==> src/cbx_pkg.sv <==
// cbx_pkg: constants, register map and state type for the external bus master.
// assumes a single core clock domain and an APB register port.
`default_nettype none
package cbx_pkg;
    // register byte addresses
    localparam logic [7:0] CBX_OFF_CFG = 8'h00;
    localparam logic [7:0] CBX_OFF_ADDR = 8'h04;
    localparam logic [7:0] CBX_OFF_WDATA = 8'h08;
    localparam logic [7:0] CBX_OFF_CMD = 8'h0C;
    localparam logic [7:0] CBX_OFF_STATUS = 8'h10;
    localparam logic [7:0] CBX_OFF_RDATA = 8'h14;
    localparam logic [7:0] CBX_OFF_FETCH0 = 8'h20;
    localparam logic [7:0] CBX_OFF_FETCH3 = 8'h2C;
    // configuration fields
    localparam int CBX_CFG_BO = 2;
    localparam int CBX_CFG_ID = 8;
    localparam int CBX_CFG_IL_LO = 9;
    localparam logic [31:0] CBX_CFG_RESET = 32'h0000_0000;
    localparam logic [1:0] CBX_IL_ENABLE = 2'h3;
    localparam logic [1:0] CBX_IL_LOCK = 2'h1;
    // command fields
    localparam int CBX_CMD_OPT_LO = 0;
    localparam int CBX_CMD_READ = 3;
    localparam int CBX_CMD_FETCH = 4;
    localparam int CBX_CMD_VECTOR = 5;
    localparam int CBX_CMD_XLATE = 6;
    localparam int CBX_CMD_USER_LO = 7;
    localparam int CBX_CMD_IOPAGE = 9;
    localparam int CBX_CMD_PROTV = 10;
    localparam int CBX_CMD_BRANCH = 11;
    localparam int CBX_CMD_SIGNED = 12;
    // status fields
    localparam int CBX_ST_BUSY = 0;
    localparam int CBX_ST_ERR = 3;
    localparam int CBX_ST_DISC = 4;
    // access option codes
    localparam logic [2:0] CBX_OPT_WORD = 3'h0;
    localparam logic [2:0] CBX_OPT_BYTE = 3'h1;
    localparam logic [2:0] CBX_OPT_HALF = 3'h2;
    localparam logic [2:0] CBX_OPT_DEV = 3'h6;
    // instruction burst
    localparam logic [2:0] CBX_BURST_LAST = 3'h3;
    localparam logic [2:0] CBX_BURST_EXTRA = 3'h4;
    typedef enum logic [1:0] {
        CBX_IDLE,
        CBX_ADDR,
        CBX_WAIT,
        CBX_END
    } cbx_state_e;
endpackage
`default_nettype wire

==> src/cbx_bus_master.sv <==
// cbx_bus_master: external bus access logic of the processor, driven over APB.
// assumes bus inputs are synchronous to clk_sys; the bus clock is made here.
//
// Behaviour
// RULE_01: cache on at lock 11, locked at 01
// RULE_02: bus runs full or half core rate
// RULE_03: bus clock rising edge aligned at reset release
// RULE_04: test mode floats the bus clock pin
// RULE_05: bus outputs change only at bus rising edge
// RULE_06: answers never sampled in the prompting cycle
// RULE_07: page user outputs track translation, else low
// RULE_08: option outputs from instruction, low on fetches
// RULE_09: vector fetches drive user and option low
// RULE_10: fetches flagged, four-word block-aligned bursts
// RULE_11: branch on last word ends after one extra
// RULE_12: fetch defaults: read, strobes high, io low; io follows translation and I/O page on fetches too
// RULE_13: data accesses single, select low, direction shown
// RULE_14: write data driven from second cycle on
// RULE_15: data bus floats after write is ready
// RULE_16: reads take whole word, aligned inside
// RULE_17: narrow write data replicated across lanes
// RULE_18: strobes only on valid writes
// RULE_19: big-endian strobe encoding
// RULE_20: little-endian strobe encoding
// RULE_21: word strobes all low, development code none
// RULE_22: configuration bit 2 holds byte order
//
// Added by the designer: the APB slave port and the register addresses.
`default_nettype none
module cbx_bus_master (
    // clock and reset
    input wire logic clk_sys,
    input wire logic sys_rst,
    // apb slave
    input wire logic psel,
    input wire logic penable,
    input wire logic pwrite,
    input wire logic [7:0] paddr,
    input wire logic [31:0] pwdata,
    output logic [31:0] prdata,
    output logic pready,
    output logic pslverr,
    // straps
    input wire logic halfRateSelect,
    input wire logic testMode,
    // bus clock pin
    output logic busClock,
    output logic busClockOe_n,
    // address and access qualifiers
    output logic [31:0] busAddr,
    output logic busReq_n,
    output logic busBurst,
    output logic busReadNotWrite,
    output logic busInstrNotData,
    output logic busIoSelect,
    output logic [3:0] byteWriteStrobes_n,
    output logic [2:0] accessOptionCode,
    output logic [1:0] pageUserOutputs,
    // instruction/data bus
    input wire logic [31:0] busDataIn,
    output logic [31:0] busDataOut,
    output logic busDataOe_n,
    input wire logic busReady_n,
    input wire logic busError_n
);
    import cbx_pkg::*;

    // registers
    logic [31:0] cfg_reg, addr_reg, wdata_reg, rdata_reg, prdata_reg, busAddr_reg, dout_reg;
    logic [12:0] cmd_reg;
    logic [31:0] fetch_reg [4];
    logic goPend_reg, branch_reg, errFlag_reg, discFlag_reg, pready_reg, pslverr_reg;
    logic busClock_reg, busClockOe_n_reg, busReq_n_reg, busBurst_reg, busRw_reg, busId_reg;
    logic busIo_reg, doe_n_reg;
    cbx_state_e state_reg, state_next;
    logic [2:0] beat_reg, opt_reg;
    logic [3:0] bwe_n_reg;
    logic [1:0] user_reg;

    // apb decode
    wire logic apbSetup = psel & ~penable;
    wire logic apbDone = psel & penable & pready_reg;
    wire logic apbWr = apbDone & pwrite;
    wire logic isFetchWin = (paddr >= CBX_OFF_FETCH0) && (paddr <= CBX_OFF_FETCH3);
    wire logic addrMapped = (paddr <= CBX_OFF_RDATA || isFetchWin) && paddr[1:0] == 2'h0;
    wire logic busy = goPend_reg | (state_reg != CBX_IDLE);
    wire logic wrCfg = apbWr && paddr == CBX_OFF_CFG;
    wire logic wrAddr = apbWr && paddr == CBX_OFF_ADDR && !busy;
    wire logic wrWdata = apbWr && paddr == CBX_OFF_WDATA && !busy;
    wire logic wrCmdGo = apbWr && paddr == CBX_OFF_CMD && !busy;
    wire logic wrBranch = apbWr && paddr == CBX_OFF_CMD && busy && pwdata[CBX_CMD_BRANCH];
    wire logic wrStatus = apbWr && paddr == CBX_OFF_STATUS;

    // configuration view
    wire logic byteOrder = cfg_reg[CBX_CFG_BO]; // RULE_22
    wire logic [1:0] lockField = cfg_reg[CBX_CFG_IL_LO +: 2];
    wire logic cacheOff = cfg_reg[CBX_CFG_ID];
    wire logic cacheEnabled = !cacheOff && lockField == CBX_IL_ENABLE; // RULE_01
    wire logic cacheLocked = !cacheOff && lockField == CBX_IL_LOCK; // RULE_01
    wire logic [31:0] cfgWrite = pwdata & ((32'h3 << CBX_CFG_IL_LO) | (32'h1 << CBX_CFG_ID) |
                                           (32'h1 << CBX_CFG_BO));

    // command view
    wire logic [2:0] cmdOpt = cmd_reg[CBX_CMD_OPT_LO +: 3];
    wire logic cmdRead = cmd_reg[CBX_CMD_READ];
    wire logic cmdFetch = cmd_reg[CBX_CMD_FETCH];
    wire logic cmdVector = cmd_reg[CBX_CMD_VECTOR];
    wire logic cmdXlate = cmd_reg[CBX_CMD_XLATE];
    wire logic [1:0] cmdUser = cmd_reg[CBX_CMD_USER_LO +: 2];
    wire logic cmdIoPage = cmd_reg[CBX_CMD_IOPAGE];
    wire logic cmdProtV = cmd_reg[CBX_CMD_PROTV];
    wire logic cmdSigned = cmd_reg[CBX_CMD_SIGNED];
    wire logic isFetch = cmdFetch | cmdVector;

    // status and read mux
    wire logic [31:0] statusWord = {27'h0000000, discFlag_reg, errFlag_reg,
                                    cacheLocked, cacheEnabled, busy};
    wire logic [31:0] rdMux = (paddr == CBX_OFF_CFG) ? cfg_reg :
                              (paddr == CBX_OFF_ADDR) ? addr_reg :
                              (paddr == CBX_OFF_WDATA) ? wdata_reg :
                              (paddr == CBX_OFF_CMD) ? {19'h00000, cmd_reg} :
                              (paddr == CBX_OFF_STATUS) ? statusWord :
                              (paddr == CBX_OFF_RDATA) ? rdata_reg :
                              isFetchWin ? fetch_reg[paddr[3:2]] : 32'h0000_0000;

    // bus clock: tick marks core edges that are bus rising edges
    wire logic busTick = halfRateSelect | ~busClock_reg; // RULE_02 RULE_05

    // access qualifiers
    wire logic [31:0] blockBase = {addr_reg[31:4], 4'h0}; // RULE_10
    wire logic [2:0] beatNext = beat_reg + 3'h1;
    wire logic [31:0] nextBeatAddr = blockBase + {27'h0000000, beatNext, 2'h0};
    wire logic [31:0] startAddr = isFetch ? blockBase : addr_reg;
    wire logic [1:0] userOut = (cmdXlate && !cmdVector) ? cmdUser : 2'h0; // RULE_07 RULE_09
    wire logic [2:0] optOut = isFetch ? 3'h0 : cmdOpt; // RULE_08 RULE_09 RULE_12
    wire logic ioOut = cmdXlate && cmdIoPage; // RULE_12
    wire logic rwOut = isFetch | cmdRead; // RULE_12 RULE_13
    wire logic writeValid = !isFetch && !cmdRead && !cmdProtV; // RULE_18
    wire logic [3:0] strobeN;
    wire logic [31:0] alignedRead;
    wire logic [31:0] writeLanes = (cmdOpt == CBX_OPT_BYTE) ? {4{wdata_reg[7:0]}} :
                                   (cmdOpt == CBX_OPT_HALF) ? {2{wdata_reg[15:0]}} :
                                   wdata_reg; // RULE_17

    // burst control
    wire logic readyNow = (state_reg == CBX_WAIT) && !busReady_n;
    wire logic lastBeat = beat_reg == CBX_BURST_LAST;
    wire logic extraBeat = beat_reg == CBX_BURST_EXTRA;
    wire logic burstGoOn = isFetch && !extraBeat && (!lastBeat || branch_reg); // RULE_11

    cbx_strobe_enc u_strobe (
        .writeValid(writeValid),
        .byteOrder(byteOrder),
        .optCode(cmdOpt),
        .addrLow(addr_reg[1:0]),
        .strobeN(strobeN)
    );

    cbx_read_align u_align (
        .wordIn(busDataIn),
        .byteOrder(byteOrder),
        .optCode(cmdOpt),
        .addrLow(addr_reg[1:0]),
        .signExt(cmdSigned),
        .alignedOut(alignedRead)
    );

    // sequencer next state
    always_comb begin
        state_next = state_reg;
        case (state_reg)
            CBX_IDLE: begin
                state_next = goPend_reg ? CBX_ADDR : CBX_IDLE;
            end
            CBX_ADDR: begin
                state_next = CBX_WAIT; // RULE_06
            end
            CBX_WAIT: begin
                if (!busReady_n && !burstGoOn) begin
                    state_next = CBX_END;
                end
            end
            CBX_END: begin
                state_next = CBX_IDLE;
            end
            default: begin
                state_next = CBX_IDLE;
            end
        endcase
    end

    // apb slave: one access cycle per transfer
    always_ff @(posedge clk_sys or posedge sys_rst) begin
        if (sys_rst) begin
            pready_reg <= 1'b0;
            pslverr_reg <= 1'b0;
            prdata_reg <= 32'h0000_0000;
        end else begin
            pready_reg <= apbSetup;
            pslverr_reg <= apbSetup & ~addrMapped;
            prdata_reg <= (apbSetup && !pwrite) ? rdMux : 32'h0000_0000;
        end
    end

    // software registers
    always_ff @(posedge clk_sys or posedge sys_rst) begin
        if (sys_rst) begin
            cfg_reg <= CBX_CFG_RESET;
            addr_reg <= 32'h0000_0000;
            wdata_reg <= 32'h0000_0000;
            cmd_reg <= 13'h0000;
        end else begin
            if (wrCfg) begin
                cfg_reg <= cfgWrite;
            end
            if (wrAddr) begin
                addr_reg <= pwdata;
            end
            if (wrWdata) begin
                wdata_reg <= pwdata;
            end
            if (wrCmdGo) begin
                cmd_reg <= pwdata[12:0];
            end
        end
    end

    // request and event flags; hardware set wins over software clear
    always_ff @(posedge clk_sys or posedge sys_rst) begin
        if (sys_rst) begin
            goPend_reg <= 1'b0;
            branch_reg <= 1'b0;
            errFlag_reg <= 1'b0;
            discFlag_reg <= 1'b0;
        end else begin
            if (wrCmdGo) begin
                goPend_reg <= 1'b1;
            end else if (busTick && state_reg == CBX_IDLE) begin
                goPend_reg <= 1'b0;
            end
            if (wrBranch && isFetch && state_reg != CBX_END) begin
                branch_reg <= 1'b1;
            end else if (wrCmdGo) begin
                branch_reg <= 1'b0;
            end
            if (busTick && readyNow && !busError_n) begin
                errFlag_reg <= 1'b1;
            end else if (wrStatus && pwdata[CBX_ST_ERR]) begin
                errFlag_reg <= 1'b0;
            end
            if (busTick && readyNow && extraBeat) begin
                discFlag_reg <= 1'b1;
            end else if (wrStatus && pwdata[CBX_ST_DISC]) begin
                discFlag_reg <= 1'b0;
            end
        end
    end

    // bus clock pin
    always_ff @(posedge clk_sys or posedge sys_rst) begin
        if (sys_rst) begin
            busClock_reg <= 1'b0; // RULE_03
            busClockOe_n_reg <= 1'b0;
        end else begin
            busClock_reg <= halfRateSelect | ~busClock_reg; // RULE_02 RULE_03
            busClockOe_n_reg <= testMode; // RULE_04
        end
    end

    // sequencer and bus outputs, updated only on bus rising edges
    always_ff @(posedge clk_sys or posedge sys_rst) begin
        if (sys_rst) begin
            state_reg <= CBX_IDLE;
            beat_reg <= 3'h0;
            busAddr_reg <= 32'h0000_0000;
            busReq_n_reg <= 1'b1;
            busBurst_reg <= 1'b0;
            busRw_reg <= 1'b1;
            busId_reg <= 1'b0;
            busIo_reg <= 1'b0;
            bwe_n_reg <= 4'hF;
            opt_reg <= 3'h0;
            user_reg <= 2'h0;
            dout_reg <= 32'h0000_0000;
            doe_n_reg <= 1'b1;
            rdata_reg <= 32'h0000_0000;
        end else if (busTick) begin // RULE_05
            state_reg <= state_next;
            case (state_reg)
                CBX_IDLE: begin
                    if (goPend_reg) begin
                        beat_reg <= 3'h0;
                        busAddr_reg <= startAddr; // RULE_10
                        busReq_n_reg <= 1'b0;
                        busBurst_reg <= isFetch; // RULE_13
                        busRw_reg <= rwOut; // RULE_13
                        busId_reg <= isFetch; // RULE_10 RULE_13
                        busIo_reg <= ioOut;
                        bwe_n_reg <= isFetch ? 4'hF : strobeN; // RULE_12
                        opt_reg <= optOut; // RULE_08
                        user_reg <= userOut; // RULE_07
                    end
                end
                CBX_ADDR: begin
                    if (!rwOut) begin
                        dout_reg <= writeLanes; // RULE_14 RULE_17
                        doe_n_reg <= 1'b0; // RULE_14
                    end
                end
                CBX_WAIT: begin
                    if (!busReady_n) begin
                        if (burstGoOn) begin
                            beat_reg <= beatNext;
                            busAddr_reg <= nextBeatAddr;
                            busBurst_reg <= beatNext != CBX_BURST_EXTRA &&
                                            (beatNext != CBX_BURST_LAST || branch_reg);
                        end else begin
                            busReq_n_reg <= 1'b1;
                            busBurst_reg <= 1'b0;
                            doe_n_reg <= 1'b1; // RULE_15
                            busRw_reg <= 1'b1;
                            bwe_n_reg <= 4'hF;
                            opt_reg <= 3'h0;
                            user_reg <= 2'h0;
                            busIo_reg <= 1'b0;
                        end
                        if (!isFetch && cmdRead) begin
                            rdata_reg <= alignedRead; // RULE_16
                        end
                    end
                end
                CBX_END: begin
                    busId_reg <= 1'b0;
                end
                default: begin
                    busReq_n_reg <= 1'b1;
                    doe_n_reg <= 1'b1;
                end
            endcase
        end
    end

    // fetched block storage; the word past a terminated block is dropped
    always_ff @(posedge clk_sys) begin
        if (busTick && readyNow && isFetch && !extraBeat) begin // RULE_11
            fetch_reg[beat_reg[1:0]] <= busDataIn;
        end
    end

    // outputs
    assign prdata = prdata_reg;
    assign pready = pready_reg;
    assign pslverr = pslverr_reg;
    assign busClock = busClock_reg;
    assign busClockOe_n = busClockOe_n_reg;
    assign busAddr = busAddr_reg;
    assign busReq_n = busReq_n_reg;
    assign busBurst = busBurst_reg;
    assign busReadNotWrite = busRw_reg;
    assign busInstrNotData = busId_reg;
    assign busIoSelect = busIo_reg;
    assign byteWriteStrobes_n = bwe_n_reg;
    assign accessOptionCode = opt_reg;
    assign pageUserOutputs = user_reg;
    assign busDataOut = dout_reg;
    assign busDataOe_n = doe_n_reg;
endmodule
`default_nettype wire

==> src/cbx_read_align.sv <==
// cbx_read_align: picks byte or half-word out of a returned word and extends it.
// assumes the bus always returns a whole aligned word.
`default_nettype none
module cbx_read_align (
    // returned word and access description
    input wire logic [31:0] wordIn,
    input wire logic byteOrder,
    input wire logic [2:0] optCode,
    input wire logic [1:0] addrLow,
    input wire logic signExt,
    // aligned result
    output logic [31:0] alignedOut
);
    import cbx_pkg::*;
    wire logic [1:0] byteLane = byteOrder ? addrLow : 2'h3 - addrLow;
    wire logic upperHalf = byteOrder ? addrLow[1] : ~addrLow[1];
    wire logic [7:0] byteVal = wordIn[{byteLane, 3'h0} +: 8];
    wire logic [15:0] halfVal = upperHalf ? wordIn[31:16] : wordIn[15:0];
    assign alignedOut = (optCode == CBX_OPT_BYTE) ?
                        {{24{signExt & byteVal[7]}}, byteVal} :
                        (optCode == CBX_OPT_HALF) ?
                        {{16{signExt & halfVal[15]}}, halfVal} : wordIn; // RULE_16
endmodule
`default_nettype wire

==> src/cbx_strobe_enc.sv <==
// cbx_strobe_enc: active-low byte write strobes from option, address and byte order.
// assumes all inputs are stable for the access; purely combinational.
`default_nettype none
module cbx_strobe_enc (
    // access description
    input wire logic writeValid,
    input wire logic byteOrder,
    input wire logic [2:0] optCode,
    input wire logic [1:0] addrLow,
    // strobes
    output logic [3:0] strobeN
);
    import cbx_pkg::*;
    wire logic [1:0] byteLane = byteOrder ? addrLow : 2'h3 - addrLow; // RULE_19 RULE_20
    wire logic upperHalf = byteOrder ? addrLow[1] : ~addrLow[1]; // RULE_19 RULE_20
    wire logic [3:0] byteMask = ~(4'h1 << byteLane);
    wire logic [3:0] halfMask = upperHalf ? 4'h3 : 4'hC;
    wire logic [3:0] codeMask = (optCode == CBX_OPT_BYTE) ? byteMask :
        (optCode == CBX_OPT_HALF) ? halfMask : (optCode == CBX_OPT_DEV) ? 4'hF : 4'h0; // RULE_21
    assign strobeN = writeValid ? codeMask : 4'hF; // RULE_18
endmodule
`default_nettype wire
==> config.mk <==
export PLATFORM = sky130hd
export DESIGN_NAME = cbx_bus_master
export DESIGN_NICKNAME = d
export VERILOG_FILES = /design/src/cbx_pkg.sv /design/src/cbx_bus_master.sv /design/src/cbx_read_align.sv /design/src/cbx_strobe_enc.sv
export SDC_FILE = /design/constraint.sdc
export NUM_CORES = 1
export LEC_CHECK = 0
export ABC_AREA = 1
export BUFFER_PORTS_ARGS = -buffer_cell sky130_fd_sc_hd__buf_2
export CORE_ASPECT_RATIO = 0.9
export CORE_MARGIN = 2
export CORE_UTILIZATION = 37
export CTS_CLUSTER_SIZE = 20
export DETAILED_ROUTE_END_ITERATION = 16
export PLACE_DENSITY = 0.68
export SKIP_LAST_GASP = 1
export SLEW_MARGIN = 20
export SYNTH_ARGS = -nofsm -noshare
export SYNTH_HDL_FRONTEND = slang
export SYNTH_HIERARCHICAL = 1
export SYNTH_SLANG_ARGS = --single-unit
==> constraint.sdc <==
create_clock -name clk_sys -period 7.1 [get_ports clk_sys]
set_input_delay 0.71 -clock clk_sys [delete_from_list [all_inputs] [get_ports clk_sys]]
set_output_delay 0.71 -clock clk_sys [all_outputs]
set_load 0.1 [all_outputs]
==> results.txt, run 1 <==
Synth top area share: 34.07%
GPL Wtd Cong: 0.9132
Final wirelength: 52750 um
Crit path DAT: 3.30 ns
Hold Path Class: in2async
First-pass GRT wire length: 80510 um
Share of cells above drive strength 1: 17.52%
Async set-or-reset flop fraction in the synthesized netlist: 64.93%
# IOs: 196
Fin. max-slew vios: 0
Post-synthesis cell count: 1869
TritonRoute pass-1 iters: 8
Initial antenna violation count: 3
Worst slew pin tran: 0.9792 ns
Number of routed nets with antenna violations: 0
Hold Fails Final Rpt: 0
CTS clock-pin slew for the worst setup and hold paths: 0.06 ns
Post-synthesis mux area share: 2.689%
Most instantiated cells after synthesis: 636 x nand2_1, 230 x dfrtp_1, 162 x o21ai_0
Die width: 229.2 um
Crit path top cell by count: o21ai_0
Number of enable flip-flop cells after synthesis: 128
Power Density: 292.7 mW/mm2
Slew margin rel.: 34.49%
Via count: 14.00k
CTS Buffer Depth: 3
Final net count: 2135
Post-cts hold buffer count: 0
I/O Buffers: 195
Top post-synthesis cells by area: dfrtp_1 34%, edfxtp_1 23%, nand2_1 14%
CTS tree: built
Max cap viols: 0
Max FFs per register: 128
Maximum vdd drop: 0.5188 mV
Crit-path max FO: 17
Min Tclk post-route: 2.889 ns
Largest family of logic cells by synthesized area: simple AND/OR/NAND/NOR gates
Synth area leader: dfrtp_1
Yosys warning total: 6
CP Cell Sequence: nand3_1, nand2_1, inv_1, o21ai_0, o21ai_0
Syn_nets: 1962
Synth Area in Adders: 0.8888%
Leakage: 9.075 nW
Compound-Gate Fraction of Synth Area: 9.370%
Flop and latch count out of synthesis: 365
CP max stage cell: nand2_1
Post-synthesis sequential area ratio: 57.91%
# Post-CTS Setup Buffers: 0
Crit path largest cell delay: 0.71 ns
Setup TNS Final: 0 ns
Largest net degree at the start of global routing: 144
Die Y: 206.7 um
Core Rows: 74
H-tree depth reported by CTS: 2
Gr usage total: 22.24%
Drt wl/cell: 19.66 um
Final worst path period share: 40.69%
Top-count cell post-synth: nand2_1
Syn_area_per_cell: 9.038 um2
Tot Pwr: 5.765 mW
Initial drt markers: 1353
Area of the core: 0.04518 mm2
Root buf cell: clkbuf_16
Post-synth top flop: dfrtp_1
Simple-gate share of the synthesized area: 23.08%
GRT overflow: 0
Fmax: 0.3461 GHz
Skew final: 0.02355 ns
Clock Latency Late Sink: 0.55 ns
Vias in the first global route: 13.39k
Area Growth Syn to Fin: 16.61%
Final setup fails: 0
Synth Cell Area: 0.01689 mm2
DR DRC count: 0
Initial cell density of the core: 37.39%
Dpl hpwl: 37810 um
Post-Synth XOR/XNOR Area: 0.4148%
Outcome: complete, no violations
Die area: 0.04738 mm2
Drt via density: 5.220
CTS Buf Count: 39
CP startpoint kind: flip-flop
CTS Sinks: 365
Distinct cells, synth: 47
RSZ-0062 raised after global routing: false
CP required: 7.51 ns
Critical path class: reg2reg
Fin util: 43.59%
PostCTS Resize Cnt: 0
CP Capture Type: flip-flop
critical path, delay by kind of cell, from the launching register on:
family	cells	cell delay, ns
AND/OR/NAND/NOR	2	1.30
buffers and inverters	1	0.25
AO/OA/AOI/OAI	2	0.53
flip-flops	1	0.66
kinds of logic (layout without fill, tap and decap cells):
kind of cell / count (synthesis) / in the layout
buffers and inverters: 225 / 428
xor gates and xnor gates: 8 / 8
adders and majority gates: 12 / 12
DFF: 365 / 365
and+or+nand+nor: 931 / 931
AOI/OAI and AO/OA: 297 / 297
other: 0 / 3
muxes: 31 / 31
final timing paths:
check                                     start         endpoint  slack (ns)  cells after the start
worst max-delay path                 cmd_reg[0]   busDataOut[22]        4.21                      5
worst max register to register       cmd_reg[0]   busDataOut[22]        4.21                      5
min in group clk_sys                   testMode     busClockOe_n        0.27                      1
max in group asynchronous               sys_rst   busDataOut[23]        5.71                      3
worst min register to register  busReadNotWrite  busReadNotWrite        0.47                      2
worst min-delay path                    sys_rst     state_reg[0]        0.24                      2
cell type report:
type / count / area [um2]
Antenna cell: 3 / 7.507
Clock buffer: 56 / 1164
Clock inverter: 15 / 150.1
Fill cell: 4445 / 25490
Inverter: 150 / 569.3
Multi-Input combinational cell: 1279 / 6181
Sequential cell: 365 / 9783
Tap cell: 608 / 760.7
Timing Repair Buffer: 207 / 1082
through the flow:
| stage | hold slack, ns | instances | setup WS, ns | area, um2 |
|---|---|---|---|---|
| 3_5_place_dp | 0.4610 | 2609 | 3.785 | 18370 |
| 2_1_floorplan | 0.4533 | 1869 | 3.290 | 16900 |
| 6_report | 0.2393 | 2683 | 4.211 | 19700 |
| 3_3_place_gp | 0.4610 | 2609 | 3.927 | 18370 |
| 5_1_grt | 0.2562 | 2682 | 3.979 | 19700 |
| 4_1_cts | 0.2399 | 2680 | 4.295 | 19680 |
report_power, final:
group          total (mW)  internal (mW)  switching, mW
clock                2.09           1.22          0.866
sequential           2.38           2.30         0.0789
combinational        1.30          0.220           1.08
total                5.76           3.74           2.02
routing by layer:
layer | share of wire [%] | GRT usage, % | up-vias
li1 | - | - | 6520
met1 | 44 | 31.72 | 6783
met2 | 45 | 34.92 | 627
met3 | 8.5 | 4.258 | 74
met4 | 1.9 | 5.844 | 0
met5 | 0 | 0 | -
placed cells by master (no fill, tap or decap), types with 4 or more instances in the layout:
cell	n
buf_4	10
clkbuf_8	6
o21ai_0	162
nor3_1	11
o21ai_1	22
edfxtp_1	128
nor2_1	120
nand3_1	81
clkinv_2	6
dfrtp_1	230
o211ai_1	9
inv_1	133
o21bai_1	4
nand2_1	636
nor2_2	12
nand2_2	11
a21oi_1	68
nand3b_1	4
ha_1	12
clkbuf_1	8
buf_2	195
mux2_4	28
nand4_1	39
clkbuf_16	42
inv_2	14
xnor2_1	4
dfstp_2	7
xor2_1	4
nor2_4	6
a31oi_1	21
(Power assumes the default switching activity.)
==> run 2, diff against run 1 <==
- ABC_AREA: 1 -> 0
- PLACE_DENSITY: 0.68 -> 0.66
- clock period: 7.1 -> 3.03 ns (I/O delays scaled with it)
==> results.txt, run 2 <==
Outcome: complete, no violations
Yosys warning total: 6
Hold Fails Final Rpt: 0
Final worst path period share: 91.23%
RSZ-0062 raised after global routing: false
Fin. max-slew vios: 0
Most instantiated cells after synthesis: 230 x dfrtp_1, 136 x nand2_1, 128 x edfxtp_1
Comb pwr share: 16.1%
CTS clock-pin slew for the worst setup and hold paths: 0.06 ns
Clock Latency Late Sink: 0.57 ns
Post-synthesis cell count: 1308
Share of cells above drive strength 1: 25.95%
Worst slew pin tran: 0.9141 ns
Synth Cell Area: 0.01674 mm2
Die Y: 205.8 um
TritonRoute pass-1 iters: 5
Critical path class: reg2reg
GRT met3 Usage: 5.931%
Gr usage total: 21.42%
Final non-filler cell total: 2175
Initial cell density of the core: 37.72%
Syn_nets: 1401
Post-synthesis sequential area ratio: 58.43%
Cell Int Power: 8.816 mW
Leakage: 8.667 nW
Top post-synthesis cells by area: dfrtp_1 34%, edfxtp_1 23%, mux2_1 5.5%
Number of enable flip-flop cells after synthesis: 128
Distinct cells, synth: 74
Commonest cells after routing, fill and taps aside: 230 x dfrtp_1, 195 x buf_2, 136 x nand2_1, 128 x edfxtp_1, 82 x mux2_1
Initial antenna violation count: 11
Core Rows: 73
Max FFs per register: 128
Vias in the first global route: 11.85k
CP Capture Type: flip-flop
Drt via density: 5.526
CP startpoint kind: flip-flop
Syn_area_per_cell: 12.80 um2
Crit path DAT: 3.19 ns
I/O Buffers: 195
Max cap viols: 0
CTS tree: built
Flop and latch count out of synthesis: 365
Drt wl/cell: 23.23 um
CTS Sinks: 365
Die area: 0.04697 mm2
# Post-CTS Setup Buffers: 0
Final net count: 1633
H-tree depth reported by CTS: 2
Number of routed nets with antenna violations: 0
P_sw: 3.728 mW
Clk pwr share: 41.0%
Power Density: 620.5 mW/mm2
Area of the core: 0.04439 mm2
Routing usage on met2: 31.76%
Initial drt markers: 1341
Maximum vdd drop: 0.3338 mV
Final wirelength: 50530 um
Placed cell areas: 0.01845 mm2
Root buf cell: clkbuf_16
Via count: 12.02k
First-pass GRT wire length: 75620 um
Skew final: 0.01762 ns
# IOs: 196
Commonest non-fill, non-tap cell in the layout: dfrtp_1
Placed cell count: 2061
GRT overflow: 0
FF-to-FF setup slack: 0.27 ns
Top-count cell post-synth: dfrtp_1
Met1 Resource Use GR: 30.80%
Async set-or-reset flop fraction in the synthesized netlist: 64.93%
Switching portion of total power: 29.72%
Hold Path Class: in2reg
Post-route cell area: 0.02022 mm2
Final setup fails: 0
Post-synth top flop: dfrtp_1
Synth area leader: dfrtp_1
GPL Wtd Cong: 0.8637
Dpl hpwl: 36090 um
Synth top area share: 34.38%
CTS Buf Count: 40
CTS Buffer Depth: 3
Crit-path max FO: 8
DR DRC count: 0
GR peak layer: met2
Largest net degree at the start of global routing: 84
Fmax: 0.3618 GHz
Min Tclk post-route: 2.764 ns
Die width: 228.2 um
Slew margin rel.: 38.83%
Register share of total power: 43.0%
Area Growth Syn to Fin: 20.75%
CP required: 3.46 ns
==> run 2: path summary, 6_finish.rpt <==
kind / from / endpoint / cells past startpoint
worst min-delay path: busDataIn[19] / fetch_reg[3][19] / 1
worst min register to register: busReq_n / busReq_n / 2
max in group asynchronous: sys_rst / busDataOut[3] / 4
min in group asynchronous: sys_rst / busAddr[3] / 3
worst max-delay path: beat_reg[0] / busAddr[30] / 10
worst max register to register: beat_reg[0] / busAddr[30] / 10
==> run 2: cell type report <==
type | instances | area (um2)
sequential | 365 | 9783
timing repair buffer | 276 | 1764
multi-input combinational | 839 | 6450
inverter | 18 | 71.32
clock buffer | 56 | 1142
antenna | 3 | 7.507
clock inverter | 18 | 246.5
tap | 600 | 750.7
fill | 4000 | 24170
==> run 2: metal layers <==
metal	wire length [um]	vias up
li1	-	5374
met1	22810	6023
met2	22090	500
met3	4280	107
met4	1246	16
met5	96	-
==> run 2: critical path: stages (launching register included) <==
cell	delay [ns]
dfrtp_1	0.42
ha_1	0.24
ha_1	0.29
inv_1	0.09
ha_1	0.19
ha_1	0.22
inv_1	0.10
or4_4	0.63
nor4_2	0.20
xnor2_1	0.16
o21ai_1	0.08
==> run 2: kinds of logic (layout without fill, tap and decap cells) <==
logic type               Yosys count  in the layout  share of synthesized area [%]
XOR/XNOR                          30             30                          1.614
buffers and inverters            104            368                          3.079
AND/OR/NAND/NOR                  319            319                          9.357
multiplexers                     207            207                          16.39
other                              0              3                              0
flip-flops                       365            365                          58.43
adder cells (fa/ha/maj)           12             12                         0.8968
AO/OA/AOI/OAI                    271            271                          10.23
==> run 2: timing repair <==
| item | 4_1_cts | 5_1_grt |
|---|---|---|
| hold endpoints to repair | 103 | 0 |
| hold buffers | 37 | 0 |
| endpoints found under the setup margin | 0 | 7 |
| resized for setup | 0 | 1 |
==> run 2: through the flow <==
| stage | total power [mW] | setup TNS (ns) | util, % | worst slack (ns) | hold slack (ns) |
|---|---|---|---|---|---|
| floorplan | 6.951 | -85.82 | - | -0.3732 | 0.3344 |
| global placement | 7.424 | 0 | 41.55 | 0.1851 | 0.3080 |
| detailed placement | 7.458 | 0 | 41.55 | 0.07527 | 0.3035 |
| CTS | 12.64 | 0 | 45.52 | 0.07757 | 0.001016 |
| global route | 13.03 | 0 | 45.54 | 0.05876 | 0.005258 |
| finish | 12.54 | 0 | 45.54 | 0.2658 | 0.01677 |
==> run 2: power by group through the flow <==
stage,sequential (mW),clock (mW),combinational (mW)
after floorplan,6.17,0,0.785
after global placement,5.48,0,1.95
after detailed placement,5.48,0,1.97
after CTS,5.39,5.23,2.02
after global routing,5.40,5.46,2.16
final,5.39,5.14,2.01
